[src/hdl/tpgd_pkg.sv]
// Purpose: shared constants and types of the gate drive protection block
// Assumes: 10 MHz system clock
// Notes: times are kept in their own units, cycle counts derive from them
package tpgd_pkg;
	localparam int TPGD_CLK_HZ = 10_000_000;
	localparam int TPGD_NCH = 6;
	// ----------------------------------------
	// timing
	// ----------------------------------------
	localparam int TPGD_OE_LOW_US = 1000;
	localparam int TPGD_OE_LOW_CYC = TPGD_OE_LOW_US * (TPGD_CLK_HZ / 1_000_000);
	localparam int TPGD_LINK_OFF_US = 5000;
	localparam int TPGD_LINK_OFF_CYC = TPGD_LINK_OFF_US * (TPGD_CLK_HZ / 1_000_000);
	localparam int TPGD_UV_QUAL_NS = 10000;
	localparam int TPGD_UV_QUAL_CYC = (TPGD_UV_QUAL_NS * (TPGD_CLK_HZ / 1_000_000) + 999) / 1000;
	// ----------------------------------------
	// configuration byte layout and reset values
	// ----------------------------------------
	localparam int TPGD_CFG_THR_LSB = 0;
	localparam int TPGD_CFG_SC_EN = 2;
	localparam int TPGD_CFG_UV_EN = 3;
	localparam int TPGD_CFG_AMP_OFF = 6;
	localparam int TPGD_CFG_SLEEP = 7;
	localparam logic [7:0] TPGD_CFG_RST = 8'h0c;
	// short threshold in mV by select code
	localparam logic [10:0] TPGD_THR_MV [4] = '{11'h0fa, 11'h1f4, 11'h2ee, 11'h3e8};
	// ----------------------------------------
	// link messages
	// ----------------------------------------
	localparam logic [7:0] TPGD_STAT0_ID = 8'h85;
	localparam logic [7:0] TPGD_STAT1_ID = 8'h86;
	localparam logic [7:0] TPGD_OT_BITS = 8'h04;
	localparam int TPGD_S1_UV_BIT = 2;
	localparam int TPGD_S1_SC_BIT = 3;
	typedef enum logic [1:0] {
		TPGD_OPER = 2'b00,
		TPGD_STBY = 2'b01,
		TPGD_SLEEP = 2'b11
	} tpgd_state_t;
endpackage

[src/hdl/tpgd_chan_if.sv]
// Purpose: per-driver signal bundle between control and driver channel
// Assumes: one instance per gate driver
// Notes: ctl side is the top, chan side the driver channel
`timescale 1ns/1ps
`default_nettype none
interface tpgd_chan_if;
	logic cmd;
	logic kill;
	logic uv_en;
	logic sc_en;
	logic uv_raw;
	logic sc_raw;
	logic gate;
	logic uv_hit;
	logic sc_hit;
	modport ctl(output cmd, kill, uv_en, sc_en, uv_raw, sc_raw, input gate, uv_hit, sc_hit);
	modport chan(input cmd, kill, uv_en, sc_en, uv_raw, sc_raw, output gate, uv_hit, sc_hit);
endinterface
`default_nettype wire

[src/hdl/tpgd_chan.sv]
// Purpose: one gate driver channel with bias undervoltage qualification and short detect
// Assumes: inputs already synchronised by the top
// Notes: hits are raw; latching lives in the top
`timescale 1ns/1ps
`default_nettype none
module tpgd_chan #(
	parameter int QUAL_CYC = tpgd_pkg::TPGD_UV_QUAL_CYC
) (
	input wire logic clk, // system clock
	input wire logic rst, // async reset, high
	tpgd_chan_if.chan ch // driver bundle
);
	import tpgd_pkg::*;
	localparam int CW = $clog2(QUAL_CYC + 1);
	logic [CW-1:0] uv_cnt;

	initial begin
		if (QUAL_CYC < 1) $error("qualification count must be at least one");
	end

	// gate follows its command unless killed
	always_ff @(posedge clk or posedge rst) begin
		if (rst) begin
			ch.gate <= 1'b0;
		end else begin
			ch.gate <= ch.cmd & ~ch.kill;
		end
	end

	// bias low time counted only while driving on
	always_ff @(posedge clk or posedge rst) begin
		if (rst) begin
			uv_cnt <= '0;
		end else if (ch.gate && ch.uv_en && ch.uv_raw) begin
			if (uv_cnt != CW'(QUAL_CYC)) uv_cnt <= uv_cnt + 1'b1;
		end else begin
			uv_cnt <= '0;
		end
	end

	assign ch.uv_hit = (uv_cnt == CW'(QUAL_CYC));
	// short compare valid only while this drive is on
	assign ch.sc_hit = ch.gate & ch.sc_en & ch.sc_raw;
endmodule
`default_nettype wire

[src/hdl/tpgd_top.sv]
// Purpose: control and protection logic of a three-phase half-bridge gate driver
// Assumes: pins are asynchronous; config and sleep arrive from link logic on SYS_CLK
// Notes: channels 0..2 are high side, 3..5 low side
// Contract
// each gate output follows its own PWM command input.
// undriven PWM command reads low, so the gate stays off.
// all gates low on fault, enable low over 1 ms, or sleep.
// bias undervoltage only watched while that driver drives on.
// qualified bias undervoltage refuses to turn the driver on.
// bias undervoltage fault latches, pulls fault pin low, sends second status.
// bias undervoltage fault clears only on power loss or enable low then high.
// a config bit enables bias undervoltage lockout.
// drop above short threshold on an active driver turns all drivers off.
// high side compares supply to phase, low side phase to ground, when active.
// short fault latches, pulls fault pin, reports, clears on enable rise.
// two-bit field picks short threshold from 250, 500, 750, 1000 mV.
// first configure command sets the threshold field.
// a config bit enables short detection.
// sleep needs enable low and sleep bit; all blocks off but wake.
// standby keeps logic regulator, link, monitors; amplifiers by config.
// overtemperature turns drivers off; link off 5 ms after its message.
// power status set at power-up, supply undervoltage shutdown, wake.
// standby when enable low over 1 ms and sleep bit clear.
// sleep after both sleep command and enable low, either order.
// enable rise clears a fault bit only if its cause ended; no repeat.
// fault order: gates off, then fault pin, then message, unless overvoltage shutdown.
// threshold codes 00 to 11 map to 250 up to 1000 mV.
// enable low for 1 ms or less forces nothing.
`timescale 1ns/1ps
`default_nettype none
module tpgd_top #(
	parameter int OE_LOW_CYC = tpgd_pkg::TPGD_OE_LOW_CYC,
	parameter int LINK_OFF_CYC = tpgd_pkg::TPGD_LINK_OFF_CYC,
	parameter int UV_QUAL_CYC = tpgd_pkg::TPGD_UV_QUAL_CYC
) (
	input wire logic SYS_CLK, // system clock
	input wire logic RST, // async reset, high
	input wire logic [tpgd_pkg::TPGD_NCH-1:0] PWM_CMD, // gate commands, lo 3 high side
	input wire logic OUT_EN, // output enable pin
	input wire logic WAKE, // wake pin
	input wire logic [tpgd_pkg::TPGD_NCH-1:0] GATE_BIAS_UV, // bias below threshold
	input wire logic [tpgd_pkg::TPGD_NCH-1:0] SHORT_CMP, // drop above threshold
	input wire logic OVERTEMP, // overtemperature comparator
	input wire logic SUPPLY_OV_SHUTDOWN, // supply overvoltage shutdown
	input wire logic SUPPLY_UV_SHUTDOWN, // supply undervoltage shutdown
	input wire logic CFG_WR, // first configure command strobe
	input wire logic [7:0] CFG_DATA, // first configure command byte
	output logic [2:0] HIGH_SIDE_GATE_OUTPUTS, // high side gates
	output logic [2:0] LOW_SIDE_GATE_OUTPUTS, // low side gates
	output logic FAULT_N_O, // fault pin level when driven
	output logic FAULT_N_OE, // fault pin pull-down enable
	output logic MSG_STB, // status message pulse
	output logic [15:0] MSG_CODE, // status message bytes
	output logic [10:0] SHORT_THRESH_MV, // short threshold to comparators
	output logic LOGIC_REG_EN, // logic supply regulator on
	output logic GATE_BIAS_EN, // gate bias regulator on
	output logic LINK_EN, // host link on
	output logic AMP_EN, // amplifiers on
	output logic MON_EN, // supply and temperature monitors on
	output logic POWER_LOST, // configuration lost
	output logic [1:0] SYS_STATE // system state code
);
	import tpgd_pkg::*;
	localparam int NP = 3 * TPGD_NCH + 5;
	localparam int OW = $clog2(OE_LOW_CYC + 1);
	localparam int LW = $clog2(LINK_OFF_CYC + 1);

	initial begin
		if (OE_LOW_CYC < 1 || LINK_OFF_CYC < 1 || UV_QUAL_CYC < 1) $error("counts must be at least one");
	end

	// ----------------------------------------
	// pin synchronisers
	// ----------------------------------------
	logic [NP-1:0] pin_meta;
	logic [NP-1:0] pin_sync;
	logic [TPGD_NCH-1:0] pwm;
	logic [TPGD_NCH-1:0] uv_raw;
	logic [TPGD_NCH-1:0] sc_raw;
	logic oe, wake, ot, ovsd, uvsd;

	// two stages for every pin; the first stage feeds only the second
	always_ff @(posedge SYS_CLK or posedge RST) begin
		if (RST) begin
			pin_meta <= '0;
			pin_sync <= '0;
		end else begin
			pin_meta <= {PWM_CMD, GATE_BIAS_UV, SHORT_CMP, OUT_EN, WAKE, OVERTEMP,
				SUPPLY_OV_SHUTDOWN, SUPPLY_UV_SHUTDOWN};
			pin_sync <= pin_meta;
		end
	end

	// undriven command pins are pulled low outside, reset state is low too
	assign {pwm, uv_raw, sc_raw, oe, wake, ot, ovsd, uvsd} = pin_sync;

	// ----------------------------------------
	// configuration
	// ----------------------------------------
	logic [1:0] thr_sel;
	logic sc_en, uv_en, amp_off, sleep_bit;
	tpgd_state_t state;
	logic wake_d;
	logic wake_up;

	assign wake_up = (state == TPGD_SLEEP) && wake && !wake_d;

	// configure command updates fields; wake restores defaults
	always_ff @(posedge SYS_CLK or posedge RST) begin
		if (RST) begin
			thr_sel <= TPGD_CFG_RST[TPGD_CFG_THR_LSB +: 2];
			sc_en <= TPGD_CFG_RST[TPGD_CFG_SC_EN];
			uv_en <= TPGD_CFG_RST[TPGD_CFG_UV_EN];
			amp_off <= TPGD_CFG_RST[TPGD_CFG_AMP_OFF];
			sleep_bit <= TPGD_CFG_RST[TPGD_CFG_SLEEP];
		end else if (wake_up) begin
			thr_sel <= TPGD_CFG_RST[TPGD_CFG_THR_LSB +: 2];
			sc_en <= TPGD_CFG_RST[TPGD_CFG_SC_EN];
			uv_en <= TPGD_CFG_RST[TPGD_CFG_UV_EN];
			amp_off <= TPGD_CFG_RST[TPGD_CFG_AMP_OFF];
			sleep_bit <= TPGD_CFG_RST[TPGD_CFG_SLEEP];
		end else if (CFG_WR && state != TPGD_SLEEP) begin
			thr_sel <= CFG_DATA[TPGD_CFG_THR_LSB +: 2];
			sc_en <= CFG_DATA[TPGD_CFG_SC_EN];
			uv_en <= CFG_DATA[TPGD_CFG_UV_EN];
			amp_off <= CFG_DATA[TPGD_CFG_AMP_OFF];
			sleep_bit <= CFG_DATA[TPGD_CFG_SLEEP];
		end
	end

	// threshold to the analog comparators
	always_ff @(posedge SYS_CLK or posedge RST) begin
		if (RST) begin
			SHORT_THRESH_MV <= TPGD_THR_MV[0];
		end else begin
			SHORT_THRESH_MV <= TPGD_THR_MV[thr_sel];
		end
	end

	// ----------------------------------------
	// enable low timer and edges
	// ----------------------------------------
	logic [OW-1:0] oe_cnt;
	logic oe_d;
	logic oe_long;
	logic oe_rise;

	assign oe_long = (oe_cnt == OW'(OE_LOW_CYC));
	assign oe_rise = oe && !oe_d;

	// counts enable-low time; short pulses never reach the limit
	always_ff @(posedge SYS_CLK or posedge RST) begin
		if (RST) begin
			oe_cnt <= '0;
		end else if (oe) begin
			oe_cnt <= '0;
		end else if (!oe_long) begin
			oe_cnt <= oe_cnt + 1'b1;
		end
	end

	// edge history of enable and wake
	always_ff @(posedge SYS_CLK or posedge RST) begin
		if (RST) begin
			oe_d <= 1'b0;
			wake_d <= 1'b0;
		end else begin
			oe_d <= oe;
			wake_d <= wake;
		end
	end

	// ----------------------------------------
	// driver channels
	// ----------------------------------------
	logic [TPGD_NCH-1:0] gate;
	logic [TPGD_NCH-1:0] uv_hit;
	logic [TPGD_NCH-1:0] sc_hit;
	logic uv_flt, sc_flt, ot_flt;
	logic fault_any;
	logic kill;

	assign fault_any = uv_flt | sc_flt | ot_flt | ovsd;
	// any hit kills all drivers at once, before any flag is seen
	assign kill = (|uv_hit) | (|sc_hit) | ot | fault_any | oe_long | (state == TPGD_SLEEP);

	for (genvar i = 0; i < TPGD_NCH; i++) begin : g_ch
		tpgd_chan_if chif();
		// high side raw compare is supply to phase, low side phase to ground
		assign chif.cmd = pwm[i];
		assign chif.kill = kill;
		assign chif.uv_en = uv_en;
		assign chif.sc_en = sc_en;
		assign chif.uv_raw = uv_raw[i];
		assign chif.sc_raw = sc_raw[i];
		assign gate[i] = chif.gate;
		assign uv_hit[i] = chif.uv_hit;
		assign sc_hit[i] = chif.sc_hit;
		tpgd_chan #(.QUAL_CYC(UV_QUAL_CYC)) u_chan (
			.clk(SYS_CLK),
			.rst(RST),
			.ch(chif)
		);
	end

	assign HIGH_SIDE_GATE_OUTPUTS = gate[2:0];
	assign LOW_SIDE_GATE_OUTPUTS = gate[5:3];

	// ----------------------------------------
	// fault latches
	// ----------------------------------------
	logic uv_set, sc_set, ot_set;
	assign uv_set = |uv_hit;
	assign sc_set = |sc_hit;
	assign ot_set = ot && !ot_flt;

	// set wins; enable rise clears only when the cause is gone
	always_ff @(posedge SYS_CLK or posedge RST) begin
		if (RST) begin
			uv_flt <= 1'b0;
			sc_flt <= 1'b0;
			ot_flt <= 1'b0;
		end else begin
			uv_flt <= uv_set | (uv_flt & ~(oe_rise & ~(|uv_raw)));
			sc_flt <= sc_set | (sc_flt & ~(oe_rise & ~(|sc_raw)));
			ot_flt <= ot | (ot_flt & ~oe_rise);
		end
	end

	// fault pin pulls low only once every gate is dark, so it never leads the drivers
	always_ff @(posedge SYS_CLK or posedge RST) begin
		if (RST) begin
			FAULT_N_O <= 1'b0;
			FAULT_N_OE <= 1'b0;
		end else begin
			FAULT_N_O <= 1'b0;
			FAULT_N_OE <= fault_any & ~(|gate);
		end
	end

	// ----------------------------------------
	// status messages
	// ----------------------------------------
	logic uv_new, sc_new, ot_pend, s1_pend;
	logic pin_seen;

	// only fresh latches raise a message; a held fault sends none again
	always_ff @(posedge SYS_CLK or posedge RST) begin
		if (RST) begin
			uv_new <= 1'b0;
			sc_new <= 1'b0;
			pin_seen <= 1'b0;
			ot_pend <= 1'b0;
			s1_pend <= 1'b0;
		end else begin
			uv_new <= uv_set && !uv_flt;
			sc_new <= sc_set && !sc_flt;
			pin_seen <= ot_set;
			ot_pend <= pin_seen | (ot_pend & ~(MSG_STB & MSG_CODE[15:8] == TPGD_STAT0_ID));
			s1_pend <= uv_new | sc_new | (s1_pend & ~(MSG_STB & MSG_CODE[15:8] == TPGD_STAT1_ID));
		end
	end

	// at most one message every other cycle, sent after the fault pin has moved
	always_ff @(posedge SYS_CLK or posedge RST) begin
		if (RST) begin
			MSG_STB <= 1'b0;
			MSG_CODE <= '0;
		end else begin
			MSG_STB <= 1'b0;
			if (LINK_EN && !MSG_STB && ot_pend) begin
				MSG_STB <= 1'b1;
				MSG_CODE <= {TPGD_STAT0_ID, TPGD_OT_BITS};
			end else if (LINK_EN && !MSG_STB && s1_pend) begin
				MSG_STB <= 1'b1;
				MSG_CODE <= {TPGD_STAT1_ID, 4'h0, sc_flt, uv_flt, 2'h0};
			end
		end
	end

	// ----------------------------------------
	// link shutdown after overtemperature
	// ----------------------------------------
	logic [LW-1:0] lnk_cnt;
	logic lnk_run, lnk_dead;

	// timer starts at the overtemperature message, stops link at its end
	always_ff @(posedge SYS_CLK or posedge RST) begin
		if (RST) begin
			lnk_cnt <= '0;
			lnk_run <= 1'b0;
			lnk_dead <= 1'b0;
		end else if (!ot_flt) begin
			lnk_cnt <= '0;
			lnk_run <= 1'b0;
			lnk_dead <= 1'b0;
		end else if (MSG_STB && MSG_CODE[15:8] == TPGD_STAT0_ID) begin
			lnk_run <= 1'b1;
		end else if (lnk_run) begin
			if (lnk_cnt == LW'(LINK_OFF_CYC - 1)) begin
				lnk_run <= 1'b0;
				lnk_dead <= 1'b1;
			end else begin
				lnk_cnt <= lnk_cnt + 1'b1;
			end
		end
	end

	// ----------------------------------------
	// system state
	// ----------------------------------------
	always_ff @(posedge SYS_CLK or posedge RST) begin
		if (RST) begin
			state <= TPGD_OPER;
		end else begin
			case (state)
				TPGD_OPER: begin
					if (sleep_bit && !oe) state <= TPGD_SLEEP;
					else if (oe_long) state <= TPGD_STBY;
				end
				TPGD_STBY: begin
					if (sleep_bit && !oe) state <= TPGD_SLEEP;
					else if (oe) state <= TPGD_OPER;
				end
				TPGD_SLEEP: begin
					if (wake_up) state <= TPGD_STBY;
				end
				default: state <= TPGD_OPER;
			endcase
		end
	end

	// power status set wins over the clearing configure command
	always_ff @(posedge SYS_CLK or posedge RST) begin
		if (RST) begin
			POWER_LOST <= 1'b1;
		end else begin
			POWER_LOST <= wake_up | uvsd | (POWER_LOST & ~CFG_WR);
		end
	end

	// block enables by state
	always_ff @(posedge SYS_CLK or posedge RST) begin
		if (RST) begin
			LOGIC_REG_EN <= 1'b0;
			GATE_BIAS_EN <= 1'b0;
			LINK_EN <= 1'b0;
			AMP_EN <= 1'b0;
			MON_EN <= 1'b0;
			SYS_STATE <= TPGD_OPER;
		end else begin
			LOGIC_REG_EN <= (state != TPGD_SLEEP) && !ovsd && !uvsd;
			GATE_BIAS_EN <= (state == TPGD_OPER) && !ot_flt;
			LINK_EN <= (state != TPGD_SLEEP) && !lnk_dead && !ovsd;
			AMP_EN <= (state == TPGD_OPER) || (state == TPGD_STBY && !amp_off);
			MON_EN <= (state != TPGD_SLEEP);
			SYS_STATE <= state;
		end
	end
endmodule
`default_nettype wire

[config.mk]
export PLATFORM = sky130hd
export DESIGN_NAME = tpgd_top
export DESIGN_NICKNAME = d
export VERILOG_FILES = /design/src/hdl/tpgd_pkg.sv /design/src/hdl/tpgd_chan_if.sv /design/src/hdl/tpgd_chan.sv /design/src/hdl/tpgd_top.sv
export SDC_FILE = /design/constraint.sdc
export NUM_CORES = 1
export LEC_CHECK = 0
export BUFFER_PORTS_ARGS = -buffer_cell sky130_fd_sc_hd__buf_2
export CORE_MARGIN = 1
export CORE_UTILIZATION = 55
export DETAILED_ROUTE_END_ITERATION = 6
export PLACE_DENSITY = 0.76
export SLEW_MARGIN = 20
export SYNTH_ARGS = -nofsm -noshare
export SYNTH_HDL_FRONTEND = slang
export SYNTH_HIERARCHICAL = 1
export SYNTH_SLANG_ARGS = --single-unit
export TNS_END_PERCENT = 50
[constraint.sdc]
create_clock -name SYS_CLK -period 8.6 [get_ports SYS_CLK]
set_clock_uncertainty 0.2 [all_clocks]
set_input_delay 0 -clock SYS_CLK [delete_from_list [all_inputs] [get_ports SYS_CLK]]
set_output_delay 0 -clock SYS_CLK [all_outputs]
set_load 0.005 [all_outputs]
==> key figures <==
Outcome
  • Outcome: completed

Power and ir drop
  • Worst VDD drop: 0.165 mV
  • PD cells: about 220 nW/um^2
  • Leakage Power: between 3 and 4 nW

STA
  • Final hold violation count: 0
  • Max-slew headroom: 0.419
  • Final setup viols: 0
  • Minimum clock period after layout: 2.88 ns
  • Setup TNS: 0 ns
  • Fmax: between 300 and 400 MHz
  • Least-Margin Pin Slew: just under 0.9 ns
  • Fin crit share: 0.335
  • RSZ-0062 raised after global routing: no
  • Max-slew violations: 0

Critical path
  • Worst path depth: 8
  • Max incr delay on CP: approximately 0.55 ns
  • Slowest CP cell: or4_1
  • Largest delay contributor family on the critical path: simple AND/OR/NAND/NOR gates
  • Crit path max fanout: 6
  • R2R depth: 8
  • CP Class: flip-flop to flip-flop
  • Worst Path Arrival: just over 3 ns
  • Worst Path Required: between 8 and 9 ns
  • RR Endpoint: g_ch[4].u_chan/ch.gate
  • Setup crit end kind: flip-flop
  • Worst R2R Start: g_ch[3].u_chan/uv_cnt[0]
  • Cell Chain, Critical Path: inv_1 -> ha_1 -> and2_1 -> and2_1 -> or4_1 -> nor3_1 -> nand4_1 -> nor2b_1
  • Crit path launch type: flip-flop
  • Worst path bufs/invs: 1
  • Crit path top cell by count: and2_1
  • Worst reg2reg setup slack: around 5.7 ns

Floorplan
  • Overall die area: ~13000 sq um
  • CORE AREA: about 12000 sq um
  • Site Rows: 40
  • Chip Width: roughly 120 um
  • Effective utilization at floorplan: 0.575
  • IO Pins: 78
  • Die Span Y: between 100 and 150 um

GRT
  • Global Route met1 Usage: 0.310
  • Vias in the first global route: just over 5000
  • Total Routing Usage GR: 0.244
  • First-pass GRT wire length: 24300 um
  • GR Util met2: 0.398
  • Met3 Track Usage GR: 0.0590
  • Initial antenna violation count: 0
  • Largest net degree at the start of global routing: between 70 and 80
  • Layer with the highest usage: met2
  • Total gr overflow: 0

Clock network
  • Max H-tree Level: 4
  • Worst skew pair latency: 0.43 ns
  • Resize count post-CTS: 0
  • Clk root buf: clkbuf_16
  • Hold_buf cts: 47
  • Total clock sinks: 165
  • CTS max path bufs: 2
  • CTS tree: done
  • Clock transition at the registers of the reported paths: about 0.060 ns
  • Setup Fix Bufs, Post-CTS: 0
  • Total CTS buffers: 17

Layout
  • Most common cell after layout, fill and taps aside: dfrtp_1
  • Filler instances: 885
  • Fin nets: slightly below 800
  • FF/Latch Area: between 4000 and 5000 sq um
  • Ant diodes: 0
  • Final instance count without filler cells: about 900
  • Util after Layout: 0.694
  • Most frequent cells in the layout: dfrtp_1 (159), nand2_1 (59), buf_2 (59)
  • Multi-input combinational cell area: ~2600 sq um
  • Syn-to-layout area delta: 20.7%
  • Share of cells above drive strength 1: 0.158

Worst hold path
  • Hold Crit Class: primary input to asynchronous set/reset pin

Synthesis
  • Syn Std Cell Area: between 7000 and 8000 sq um
  • Count of different cell masters after synthesis: 56
  • Post-synth top flop: dfrtp_1
  • Synth async-reset ratio: 1.00
  • EDFF count, synth: 0
  • Yosys warns: 6
  • Syn avg cell area: around 11 sq um
  • Sequential fraction of the synthesis area: 0.587
  • Synthesized instance count: roughly 630
  • #FFs+latches synth: 165

Route
  • Final WL: roughly 15000 um
  • Vias/cell: about 5.5
  • Wire per inst: between 15 and 20 um
  • Drt pass-1 iters: 4
  • Vias: ~5000
  • Post-route ant nets: 0
  • Drt drc: 0
  • Initial DRC Count: ~260

Placement
  • Post-DP HPWL: approximately 9300 um
  • Input/output buffers: a little under 60
  • Placed Cells: between 800 and 900
  • GP Congestion: around 0.85

Flow run
  • Max-cap violations: 0
==> worst max path at each step <==
stage                                  start                endpoint
detailed placement  g_ch[3].u_chan/uv_cnt[0]  g_ch[2].u_chan/ch.gate
finish              g_ch[3].u_chan/uv_cnt[0]  g_ch[4].u_chan/ch.gate
global placement    g_ch[3].u_chan/uv_cnt[0]  g_ch[5].u_chan/ch.gate
CTS                 g_ch[3].u_chan/uv_cnt[0]  g_ch[0].u_chan/ch.gate
global route        g_ch[3].u_chan/uv_cnt[0]  g_ch[5].u_chan/ch.gate
floorplan                                RST                  AMP_EN
==> per-layer routing <==
metal  share of wire  vias to the layer above
li1                -                     2362
met1            0.44                     2504
met2            0.50                      129
met3           0.042                       27
met4           0.024                        0
met5               0                        -
==> per-stage QoR <==
stage / power [mW] / setup slack, ns / cell area, sq um / hold slack, ns
global placement: 1.03 / 5.79 / 7410 / -0.135
CTS: 1.86 / 5.68 / 8510 / 0.000440
global route: 1.92 / 5.51 / 8510 / 0.00431
detailed placement: 1.04 / 5.70 / 7410 / -0.131
finish: 1.85 / 5.72 / 8510 / 0.00100
floorplan: 0.977 / 5.31 / 7100 / -0.384
==> synth_stat cells (all sizes together) (4+ instances only) <==
cell	number	area [sq um]
dfrtp	159	3980
nand2	59	221
nand3	36	180
a21oi	34	196
inv	31	116
o21ai	25	125
buf	24	184
nor2	23	86.3
xor2	19	166
and2	18	113
and3	18	114
ha	18	225
or3	17	108
nand4	11	68.8
nor2b	11	68.8
nand2b	9	56.3
a211o	8	70.1
mux2i	8	80.1
or4	8	63.8
clkbuf	7	26.3
nor3	7	35.0
and4bb	6	97.6
dfstp	6	158
nor3b	6	45.0
nor4	6	37.5
o21a	6	45.0
xnor2	6	52.6
a21boi	5	37.5
nand3b	4	30.0
==> state kept, by name (all words and copies together), names as in the netlist, 2 cells and up <==
register and flops:
SHORT_THRESH_MV 6, g_ch.u_chan/uv_cnt 42, g_ch.u_chan/ch.gate 6, MSG_CODE 5, pin_meta 23, thr_sel 2
state 2, pin_sync 23, oe_cnt 14, lnk_cnt 16, SYS_STATE 2
==> kinds of logic (layout without fill, tap and decap cells) <==
kind of cell,after synthesis,in the layout,synth area share
other cells,2,16,0.00107
buf+inv,62,170,0.0463
fa+ha+maj,18,18,0.0319
mux,9,9,0.0130
compound gates,91,91,0.0825
xor+xnor,25,25,0.0311
flops,165,165,0.587
simple gates,254,254,0.207
==> tightest hold or removal path: stages <==
cell	delay [ns]
dlygate4sd3_1	0.53
buf_2	0.14
inv_4	0.42
==> final cells by class <==
type	instances	share of cell area
well taps	168	0.0247
repair buffers	107	0.0909
clock inverters	15	0.0240
inverters	31	0.0140
multi-input cells	413	0.310
clock buffers	17	0.0500
flip-flops and latches	165	0.486
==> report_power, final <==
| group | leakage, nW | switching [mW] | total, mW | internal, mW |
|---|---|---|---|---|
| combinational | 1.49 | 0.0790 | 0.158 | 0.0787 |
| sequential | 2.11 | 0.0570 | 0.894 | 0.837 |
| clock | 0.302 | 0.309 | 0.798 | 0.488 |
No activity file was read; power rests on OpenSTA's default activity.
